`config.mk`:
```
export PLATFORM = sky130hd
export DESIGN_NAME = igp_protect
export DESIGN_NICKNAME = d
export VERILOG_FILES = /design/src/logic/igp_pkg.sv /design/src/logic/igp_protect.sv /design/src/logic/igp_sync.sv
export SDC_FILE = /design/constraint.sdc
export NUM_CORES = 1
export LEC_CHECK = 0
export BUFFER_PORTS_ARGS = -buffer_cell sky130_fd_sc_hd__buf_4
export CAP_MARGIN = 5
export CORE_MARGIN = 1
export CORE_UTILIZATION = 61
export DETAILED_ROUTE_END_ITERATION = 16
export PLACE_DENSITY = 0.85
export RECOVER_POWER = 50
export SLEW_MARGIN = 20
export SYNTH_ARGS = -nofsm -noshare
export SYNTH_HDL_FRONTEND = slang
export SYNTH_SLANG_ARGS = --single-unit
```
`constraint.sdc`:
```
create_clock -name ref_clk -period 6.87 [get_ports ref_clk]
set_input_delay 1.7175 -clock ref_clk [delete_from_list [all_inputs] [get_ports ref_clk]]
set_output_delay 1.7175 -clock ref_clk [all_outputs]
set_load 0.05 [all_outputs]
```
`src/logic/igp_pkg.sv`:
```
// constants and carrier types for the inverter gate protection block
package igp_pkg;

  localparam int unsigned CLK_PERIOD_NS   = 10;
  localparam int unsigned FAULT_TIME_NS   = 40000;
  localparam int unsigned FAULT_CNT_W     = 12;
  localparam int unsigned FAULT_CYC_INT   = (FAULT_TIME_NS + CLK_PERIOD_NS - 1) / CLK_PERIOD_NS;
  localparam logic [FAULT_CNT_W-1:0] FAULT_CYC = FAULT_CNT_W'(FAULT_CYC_INT);
  localparam int unsigned SYNC_STAGES     = 2;

  // reset values: every switch starts locked off; a command held high through reset unlocks it with no fresh edge
  localparam logic [2:0] LOCK_RST         = 3'h7;
  localparam logic [2:0] GATE_OFF         = 3'h0;

  typedef struct packed {
    logic [2:0] hi;
    logic [2:0] lo;
  } igp_gate_s;

  typedef struct packed {
    logic       sc_trip;
    logic       low_uv;
    logic [2:0] high_uv;
    logic       temp_over_trip;
    logic       temp_below_release;
    logic       temp_sense_loaded;
  } igp_sense_s;

  localparam int unsigned GATE_W  = $bits(igp_gate_s);
  localparam int unsigned SENSE_W = $bits(igp_sense_s);

endpackage

```
`src/logic/igp_protect.sv`:
```
// gate command gating and fault signalling for a three-phase inverter
// Notes on behaviour
// - A low-side short circuit forces all three low-side drives off at once; high sides stay.
// - A short-circuit trip gives one fault pulse of at least 40 us.
// - While the fault output is active blocked switches stay off, and a held command stays off.
// - Low-side supply undervoltage turns all low-side switches off whatever the commands.
// - Low-side undervoltage holds the fault output for its whole length and at least 40 us.
// - After low-side undervoltage ends, low-side switches restart only on a new command edge.
// - High-side undervoltage of a phase turns that high switch off without a fault output.
// - After high-side supply recovery that switch restarts only on its next command edge.
// - Over temperature turns all low-side switches off whatever the commands.
// - Over temperature holds the fault output for its whole length and at least 40 us.
// - Over temperature clears at the release level and low sides restart on the next edge.
// - A loaded temperature output disables the internal over temperature shutdown.
// - A high gate command means on and a low one means off.
// - Over temperature releases only at the lower release level or on a loaded temperature output, giving hysteresis.
`timescale 1ns/100ps
module igp_protect
  import igp_pkg::*;
(
  input  wire logic              ref_clk,
  input  wire logic              rst_n,
  input  wire logic              phase_u_high_cmd,
  input  wire logic              phase_v_high_cmd,
  input  wire logic              phase_w_high_cmd,
  input  wire logic              phase_u_low_cmd,
  input  wire logic              phase_v_low_cmd,
  input  wire logic              phase_w_low_cmd,
  input  wire igp_pkg::igp_sense_s sense,
  output igp_pkg::igp_gate_s     gate_drv,
  output logic                   fault_out_n,
  output logic                   fault_out_oe
);

  import igp_pkg::*;

  typedef struct packed {
    igp_gate_s              cmd_prev;
    igp_gate_s              lock;
    igp_gate_s              drv;
    logic [FAULT_CNT_W-1:0] cnt;
    logic                   ot;
    logic                   sc_prev;
    logic                   uv_prev;
    logic                   fault;
  } igp_state_s;

  igp_state_s q;
  igp_state_s d;
  igp_gate_s  cmd_raw;
  igp_gate_s  cmd_s;
  igp_sense_s sns;
  igp_gate_s  rise;
  logic       start;
  logic       lo_blk;

  assign cmd_raw.hi = {phase_w_high_cmd, phase_v_high_cmd, phase_u_high_cmd};
  assign cmd_raw.lo = {phase_w_low_cmd, phase_v_low_cmd, phase_u_low_cmd};

  // pins come from the controller and analog comparators, not this clock
  igp_sync #(
    .W (GATE_W + SENSE_W)
  ) u_sync (
    .ref_clk (ref_clk),
    .rst_n   (rst_n),
    .din     ({cmd_raw, sense}),
    .dout    ({cmd_s, sns})
  );

  always_comb
  begin
    d = q;
    rise = igp_gate_s'(cmd_s & ~q.cmd_prev);
    // hysteresis: trip and release come from two comparators
    if (sns.temp_sense_loaded)
    begin
      d.ot = 1'b0;
    end
    else if (sns.temp_over_trip)
    begin
      d.ot = 1'b1;
    end
    else if (sns.temp_below_release)
    begin
      d.ot = 1'b0;
    end
    start = (sns.sc_trip & ~q.sc_prev) | (sns.low_uv & ~q.uv_prev) | (d.ot & ~q.ot);
    d.sc_prev = sns.sc_trip;
    d.uv_prev = sns.low_uv;
    // a new event restarts the full pulse rather than extending a partial one
    if (start)
    begin
      d.cnt = FAULT_CYC;
    end
    else if (q.cnt != '0)
    begin
      d.cnt = FAULT_CNT_W'(q.cnt - 1'b1);
    end
    d.fault = sns.low_uv | d.ot | (d.cnt != '0);
    lo_blk = sns.sc_trip | d.fault;
    if (lo_blk)
    begin
      d.lock.lo = LOCK_RST;
    end
    else
    begin
      d.lock.lo = q.lock.lo & ~rise.lo;
    end
    // high side never raises the fault output
    d.lock.hi = (q.lock.hi & ~rise.hi) | sns.high_uv;
    d.drv = igp_gate_s'(cmd_s & ~d.lock);
    d.cmd_prev = cmd_s;
  end

  always_ff @(posedge ref_clk or negedge rst_n)
  begin
    if (!rst_n)
    begin
      q.cmd_prev <= '0;
      q.lock     <= '{hi: LOCK_RST, lo: LOCK_RST};
      q.drv      <= '{hi: GATE_OFF, lo: GATE_OFF};
      q.cnt      <= '0;
      q.ot       <= 1'b0;
      q.sc_prev  <= 1'b0;
      q.uv_prev  <= 1'b0;
      q.fault    <= 1'b0;
    end
    else
    begin
      q <= d;
    end
  end

  assign gate_drv     = q.drv;
  assign fault_out_n  = ~q.fault;
  assign fault_out_oe = q.fault;
endmodule

```
`src/logic/igp_sync.sv`:
```
// two-flop synchroniser for a vector of asynchronous levels
`timescale 1ns/100ps
module igp_sync #(
  parameter int unsigned W = 1
) (
  input  wire logic         ref_clk,
  input  wire logic         rst_n,
  input  wire logic [W-1:0] din,
  output logic      [W-1:0] dout
);

  typedef struct packed {
    logic [W-1:0] meta;
    logic [W-1:0] sync;
  } igp_sync_s;

  igp_sync_s sync_q;
  igp_sync_s sync_d;

  // the meta stage feeds the sync stage only
  always_comb
  begin
    sync_d.meta = din;
    sync_d.sync = sync_q.meta;
  end

  always_ff @(posedge ref_clk or negedge rst_n)
  begin
    if (!rst_n)
    begin
      sync_q <= '0;
    end
    else
    begin
      sync_q <= sync_d;
    end
  end

  assign dout = sync_q.sync;

endmodule

```
# After elaboration in Yosys (flattened, before gate mapping)
# Cells that the tools add are included.
[op_classes]
n_addsub = 1
n_mul = 0
div = 0
n_lt_le_gt_ge = 0
n_eq_ne = 0
shift = 0
n_mux = 6
bitwise = 21
n_reduce_logical = 2
[ops]
columns = ["cell", "n"]
rows = [
  ["two-way mux 12 bit", 2],
  ["nonzero test 12 bit", 2],
  ["bitwise AND 6 bit", 2],
  ["NOT 6 bit", 2],
  ["subtractor 12 x 1 -> 12 bit, second input constant", 1],
  ["bitwise AND 3 bit", 2],
  ["NOT 3 bit", 2],
  ["bitwise OR 1 bit", 5],
  ["NOT 1 bit", 4],
  ["bitwise AND 1 bit", 3],
  ["two-way mux 1 bit", 3],
  ["two-way mux 3 bit", 1],
  ["bitwise OR 3 bit", 1],
]
[totals]
ff_bits = 62
latchBits = 0
ramBits = 0
rom_bits = 0
inputBits = 16
output_inout_bits = 8
mem_count = 0

# Logic depth before layout (Yosys ltp)
# Gate-level depths: netlist (run 1).
[logic_depth]
depth_word = 12
mapped_depth = 8

# By module
# A second synthesis (run 1) with hierarchy kept.
[hier_totals]
hier_cells = 184
area_unflattened_um2 = 2361.0
[modules_own_cells]
columns = ["module", "n_inst", "cells_each", "area_per_inst_um2"]
rows = [
  ["igp_protect", 1, 156, 1660.3],
  ["igp_sync", 1, 28, 700.7],
]

# Worst setup path before layout (run 1)
# Ideal clock, no wire load.
[synth_timing]
path_kind = "register to output"
startpoint = "reg q, in the netlist fault_out_oe"
endpoint = "out fault_out_n"
t_arrival_ns = 0.942
required_time_ns = 5.152
path_slack_ns = 4.210
path_stages_with_launch = 2
path_buffers = 0
path_cell_list = "dfrtp_1 inv_1"
[synth_via]
elab_chain_cells = 1
[synth_rtl]
columns = ["element", "line_no", "rtl"]
rows = [
  ["start: declaration", "igp_protect.sv:48", "igp_state_s q;"],
  ["NOT 1 bit", "igp_protect.sv:135", "assign fault_out_n = ~q.fault;"],
  ["end: declaration", "igp_protect.sv:31", "output logic fault_out_n,"],
]
# No other way between the ends.

==> results of run 1 <==
-- report_power, final --
part	total [mW]	switching, mW	internal, mW
registers	0.411	0.0222	0.388
clock network	0.336	0.138	0.198
logic	0.0896	0.0550	0.0346
total	0.836	0.215	0.621
-- metal layers --
metal  vias up  share of wire (%)  routed length (um)  track usage [%]
li1        680                  -                   -                -
met1       715                 42                1640             26.9
met2        46                 51                2010             37.5
met3        12                5.0                 196             6.88
met4         0                2.5                  97             13.1
met5         -                  0                   0                0
-- sequential cells by signal (all words and copies together), names as in the netlist --
name / flops
fault_out_oe: 1
gate_drv: 6
q: 27
u_sync.dout: 14
u_sync.sync_d: 14
-- cells by family (layout without fill, tap and decap cells) --
| family | after synthesis | count (layout) |
|---|---|---|
| flops | 62 | 62 |
| buf+inv | 16 | 48 |
| fa+ha+maj | 2 | 2 |
| compound gates | 24 | 24 |
| simple gates | 76 | 76 |
| xor+xnor | 3 | 3 |
| mux | 1 | 1 |
-- worst max-delay path, stage by stage, from the launching register on --
cell	delay, ps
dfrtp_1	470
inv_1	130
ha_1	160
nor4b_1	830
nand4_4	290
a21oi_1	280
nand3_1	120
a211oi_2	390
and3_1	220
-- synthesized netlist by cell type, types with 2 or more instances --
cell and number:
inv_1 9, nor3b_1 2, buf_4 6, ha_1 2, and3_1 3, dfrtp_1 56, nand2_1 20, dfstp_2 6
o21ai_0 5, nand2b_1 8, a21oi_1 9, xnor2_1 2, a221o_1 2, nor2_1 19, nand3_1 10
-- worst paths after layout --
kind                             startpoint              to  slack (ps)  depth (start not counted)
min in group asynchronous             rst_n           q[15]        1430                          1
max in group asynchronous             rst_n     gate_drv[3]        4940                          1
min reg2reg                u_sync.sync_d[5]  u_sync.dout[5]         350                          0
max reg2reg                            q[4]     gate_drv[1]        3910                          8
min                        u_sync.sync_d[5]  u_sync.dout[5]         350                          0
max                                    q[4]     gate_drv[1]        3910                          8
-- through the flow --
stage / power (mW) / util [%] / std cells / hold slack, ps / worst slack, ps
2_1_floorplan: 0.479 / - / 184 / 331 / 4210
3_3_place_gp: 0.503 / 68.2 / 248 / 333 / 4560
3_5_place_dp: 0.508 / 68.2 / 248 / 335 / 4490
4_1_cts: 0.847 / 74.2 / 264 / 351 / 4200
5_1_grt: 0.870 / 73.6 / 264 / 354 / 3660
6_report: 0.836 / 73.6 / 264 / 350 / 3910
-- layout make-up --
class	instances	area, um^2
Clock buffer	12	165
Tap cell	48	60.1
Sequential cell	62	1560
Inverter	9	33.8
Fill cell	216	966
Timing Repair Buffer	23	173
Clock inverter	4	53.8
Multi-Input combinational cell	106	651
==> out/qor.yml, run 1 <==
status: "finished, final reports clean"
synth-main-ff-cell: "dfrtp_1"
hp-class: "flip-flop to flip-flop"
viasPerCell: 5.50
synth_seq_area_share_pct: 67.2
synth_area_um2: 2320
drc: 0
start_util_pct: 63.4
synth_area_leader_cell: "dfrtp_1"
ant_nets: 0
design_area_um2: 2700
synthTopCellsByArea: "dfrtp_1 60%, dfstp_2 6.8%, nand2_1 3.2%, nor2_1 3.1%, nand2b_1 2.2%"
drive_gt1_share_pct: 25.0
muxShareOfSynthArea_pct: 0.431
setup_violations: 0
vias: 1453
synth-xor-area-share_pct: 1.13
grt_pass1_wl_um: 6710
antenna_found_initial: 0
path_max_fanout: 10
fmax_ghz: 0.337
synthToLayoutAreaGrowth_pct: 16.2
cts_tree: "built"
grt_pass1_vias: 1508
path_class: "flip-flop to flip-flop"
dr.first_iter.drc_count: 99
worstPathRequired_ps: 7130
cts_hold_buf: 0
cts_resized: 0
port_buffers: 23
yosys.area_share.simple_pct: 19.3
startpoint_type: "flip-flop"
worst_slew_pin_slew_ps: 1030
yosys_warnings: 0
std_cell_rows: 22
min_period_ps: 2960
setup_tns_ps: 0
vdd_drop_max_uv: 276
drt_pass1_iterations: 4
fin_skew_ps: 11.5
synthCells: 184
rsz0062_at_grt: "no"
grt.total_usage_pct: 23.0
cts_sinks: 62
dpl.hpwl_um: 2510
synth_top_area_share_pct: 60.4
wire_per_inst_um: 15.0
diodes: 0
synth_edf_count: 0
cts_buffers: 9
dieArea_um2: 4050
placed_area_um2: 2500
synth_area_per_cell_um2: 12.6
final_cell_mix: "56 x dfrtp_1, 20 x nand2_1, 19 x nor2_1"
max-cap-violations: 0
final_common_cell: "dfrtp_1"
cts_root_buffer: "clkbuf_8"
maxSlewViolCount: 0
crit_arrival_ps: 3230
synth_compound_area_share_pct: 7.01
final_nets: 229
post-cts-setup-buffers: 0
ys_types: 40
finalHoldViolCount: 0
h-tree-depth: 3
crit_path_end_kind: "flip-flop"
dieHeight_um: 63.7
insertion_delay_ps: 330
core_um2: 3660
synth_top_family_by_area: "simple AND/OR/NAND/NOR gates"
gp_congestion: 0.864
p_leak_nw: 1.22
p_per_area_nw_per_um2: 310
cts.clk_slew.worst_paths_ps: 70
die-width_um: 63.7
grt-ovfl-total: 0
finalCritPeriodShare_pct: 43.2
yosys_register_bits: 62
slew_headroom_pct: 30.3
grt_max_degree: 63
async_flop_share_pct: 100
routed_wirelength_um: 3950
synth_nets: 202
cts_buffer_depth: 2
synth-adder-area-share_pct: 1.08
ios: 24
No activity file was read; power rests on OpenSTA's default activity.
==> inputs of run 2 (changes only) <==
--- a/config.mk
+++ b/config.mk
@@ -5,12 +5,13 @@
 export SDC_FILE = /design/constraint.sdc
 export NUM_CORES = 1
 export LEC_CHECK = 0
+export ABC_AREA = 1
 export BUFFER_PORTS_ARGS = -buffer_cell sky130_fd_sc_hd__buf_4
 export CAP_MARGIN = 5
 export CORE_MARGIN = 1
-export CORE_UTILIZATION = 61
+export CORE_UTILIZATION = 57
 export DETAILED_ROUTE_END_ITERATION = 16
-export PLACE_DENSITY = 0.85
+export PLACE_DENSITY = 0.8
 export RECOVER_POWER = 50
 export SLEW_MARGIN = 20
 export SYNTH_ARGS = -nofsm -noshare
==> constraint.sdc (replaced) <==
create_clock -name ref_clk -period 3 [get_ports ref_clk]
set_input_delay 0.75 -clock ref_clk [delete_from_list [all_inputs] [get_ports ref_clk]]
set_output_delay 0.75 -clock ref_clk [all_outputs]
set_load 0.05 [all_outputs]
==> run 2 against run 1 <==
Effect of this change:
- register-to-register slack worse by 3000 ps
- setup slack worse by 3000 ps
- maximum frequency is 41% higher
- via count is 3.0% higher
- worst hold slack worse by 3.7 ps
- critical path depth is 1 higher
- combinational power grew to 2.7 times the previous value
- sequential share of layout area is 2.3 points lower
- sequential power is 130% higher
- flip-flop and latch count stayed put
==> out/qor.yml, run 2 <==
final_cell_mix: "56 x dfrtp_1, 35 x nand2_1, 31 x inv_1"  # was 56 x dfrtp_1, 20 x nand2_1, 19 x nor2_1
path_buf_inv: 1  # unchanged
min_path_cells: 0  # unchanged
setup_violations: 0  # unchanged
crit_path_end_kind: "flip-flop"  # unchanged
power_mw: 1.89  # was 0.836 mW
synth_top_area_share_pct: 57.8  # was 60.4%
dr.first_iter.drc_count: 51  # was 99
vias: 1496  # was 1453
r2r_setup_slack_ps: 900  # was 3910 ps
status: "finished, final reports clean"  # unchanged
grt-ovfl-total: 0  # unchanged
finalNonFillerCells: 308  # was 264
cts_buffers: 9  # unchanged
synthCells: 226  # was 184
std_cell_rows: 23  # was 22
final_common_cell: "dfrtp_1"  # unchanged
port_buffers: 23  # unchanged
fillers: 305  # was 216
ys_types: 27  # was 40
drt_pass1_iterations: 4  # unchanged
grt_pass1_vias: 1371  # was 1508
h-tree-depth: 3  # unchanged
start_util_pct: 60.2  # was 63.4%
crit_arrival_ps: 2360  # was 3230 ps
dieHeight_um: 67.2  # was 63.7 um
async_flop_share_pct: 100  # unchanged
synth_top_family_by_area: "simple AND/OR/NAND/NOR gates"  # unchanged
post-cts-setup-buffers: 0  # unchanged
startpoint_type: "flip-flop"  # unchanged
p_per_area_nw_per_um2: 674  # was 310 nW/um^2
synth_area_leader_cell: "dfrtp_1"  # unchanged
rsz0062_at_grt: "no"  # unchanged
dieArea_um2: 4520  # was 4050 um^2
dpl.hpwl_um: 2720  # was 2510 um
synth_seq_area_share_pct: 64.3  # was 67.2%
max-cap-violations: 0  # unchanged
cp_slowest_stage_delay_ps: 620  # was 830 ps
synth_compound_area_share_pct: 2.27  # was 7.01%
drc: 0  # unchanged
cts_buffer_depth: 2  # unchanged
fmax_ghz: 0.477  # was 0.337 GHz
yosys.area_share.simple_pct: 24.0  # was 19.3%
ios: 24  # unchanged
cts_resized: 0  # unchanged
cts_hold_buf: 0  # unchanged
worst_slew_pin_slew_ps: 1430  # was 1030 ps
max_flop_register: "q"  # unchanged
yosys_register_bits: 62  # unchanged
fin_util_pct: 69.6  # was 73.6%
slowest_stage: "nor3_2"  # was nor4b_1
reg2reg_to: "gate_drv[2]"  # was gate_drv[1]
min_to: "u_sync.dout[1]"  # was u_sync.dout[5]
path_cells: "inv_2 -> nor2_1 -> nor3_2 -> nand2_1 -> nor2_1 -> nand3_2 -> nor2_4 -> nand3_2 -> nor2_2"  # was inv_1 -> ha_1 -> nor4b_1 -> nand4_4 -> a21oi_1 -> nand3_1 -> a211oi_2 -> and3_1
gp_congestion: 0.830  # was 0.864
finalHoldViolCount: 0  # unchanged
vdd_drop_max_uv: 479  # was 276 uV
cts_sinks: 62  # unchanged
synthToLayoutAreaGrowth_pct: 15.7  # was 16.2%
yosys_warnings: 0  # unchanged
largest_reg_flops: 27  # unchanged
drive_gt1_share_pct: 29.8  # was 25.0%
synthTopCellsByCount: "56 x dfrtp_1, 35 x nand2_1, 31 x inv_1, 22 x nor2_1, 13 x nand3_1"  # was 56 x dfrtp_1, 20 x nand2_1, 19 x nor2_1, 10 x nand3_1
synth_most_common_cell: "dfrtp_1"  # unchanged
dp_cells: 292  # was 248
slew_headroom_pct: 4.45  # was 30.3%
fin_skew_ps: 4.68  # was 11.5 ps
synth-adder-area-share_pct: 1.03  # was 1.08%
grt.total_usage_pct: 20.3  # was 23.0%
cp_top_family: "simple AND/OR/NAND/NOR gates"  # unchanged
min_period_ps: 2100  # was 2960 ps
hp-class: "flip-flop to flip-flop"  # unchanged
antenna_found_initial: 0  # unchanged
die-width_um: 67.2  # was 63.7 um
final_nets: 271  # was 229
viasPerCell: 4.86  # was 5.50
synth-main-ff-cell: "dfrtp_1"  # unchanged
path_max_fanout: 12  # was 10
wire_per_inst_um: 12.4  # was 15.0 um
ant_nets: 0  # unchanged
r2r_start: "u_sync.dout[7]"  # was q[4]
synth_edf_count: 0  # unchanged
synthTopCellsByArea: "dfrtp_1 58%, dfstp_2 6.5%, nand2_1 5.4%, inv_1 4.8%, nor2_1 3.4%"  # was dfrtp_1 60%, dfstp_2 6.8%, nand2_1 3.2%, nor2_1 3.1%, nand2b_1 2.2%
p_leak_nw: 1.38  # was 1.22 nW
reg2reg_depth: 9  # was 8
cts_tree: "built"  # unchanged
finalCritPeriodShare_pct: 69.9  # was 43.2%
synth_nets: 244  # was 202
grt_max_degree: 63  # unchanged
path_class: "flip-flop to flip-flop"  # unchanged
worst-path-stages: 9  # was 8
core_um2: 4030  # was 3660 um^2
hp-start: "u_sync.sync_d[1]"  # was u_sync.sync_d[5]
muxShareOfSynthArea_pct: 0  # was 0.431%
diodes: 0  # unchanged
synth_area_um2: 2420  # was 2320 um^2
synth-xor-area-share_pct: 0.723  # was 1.13%
worstPathRequired_ps: 3260  # was 7130 ps
cts.clk_slew.worst_paths_ps: 60  # was 70 ps
grt_pass1_wl_um: 6290  # was 6710 um
insertion_delay_ps: 330  # about the same
setup_tns_ps: 0  # unchanged
routed_wirelength_um: 3810  # was 3950 um
synth_area_per_cell_um2: 10.7  # was 12.6 um^2
maxSlewViolCount: 0  # unchanged
cts_root_buffer: "clkbuf_8"  # unchanged
[run 2: per-layer routing]
metal / track usage, % / routed length, um
met4: 7.98 / 69
met5: 0 / 0
met1: 24.9 / 1600
met2: 32.3 / 1980
met3: 8.11 / 162
[run 2: worst max-delay path by stage]
stage                         startpoint          end
after floorplan             fault_out_oe  fault_out_n
after global placement    u_sync.dout[7]  gate_drv[0]
after detailed placement  u_sync.dout[7]  gate_drv[2]
after CTS                 u_sync.dout[7]  gate_drv[2]
after global routing      u_sync.dout[7]  gate_drv[1]
final                     u_sync.dout[7]  gate_drv[2]
[run 2: logic make-up (layout without fill, tap and decap cells)]
family | Yosys count | in the layout
flops | 62 | 62
buf+inv | 41 | 73
fa+ha+maj | 2 | 2
simple gates | 108 | 108
compound gates | 11 | 11
xor+xnor | 2 | 2
[run 2: final cells by class]
type                       count  area [um^2]  share of cell area (%)
sequential                    62         1560                    55.6
multi-input combinational    123          679                    24.2
timing repair buffer          23          170                    6.07
clock buffer                  13          159                    5.66
inverter                      34          133                    4.73
tap                           50         62.6                    2.23
clock inverter                 3         42.5                    1.52
[run 2: through the flow]
step	cell area (um^2)	setup slack (ps)	hold slack, ps
finish	2810	902	346
detailed placement	2610	914	335
global placement	2610	1040	331
global route	2810	708	354
CTS	2810	895	349
floorplan	2420	1310	331
[run 2: power by group]
part	leakage [nW]	internal [mW]	switching, mW
Clock	0.0996	0.428	0.289
Sequential	0.719	0.892	0.0397
Combinational	0.561	0.0784	0.164
Total	1.38	1.40	0.493
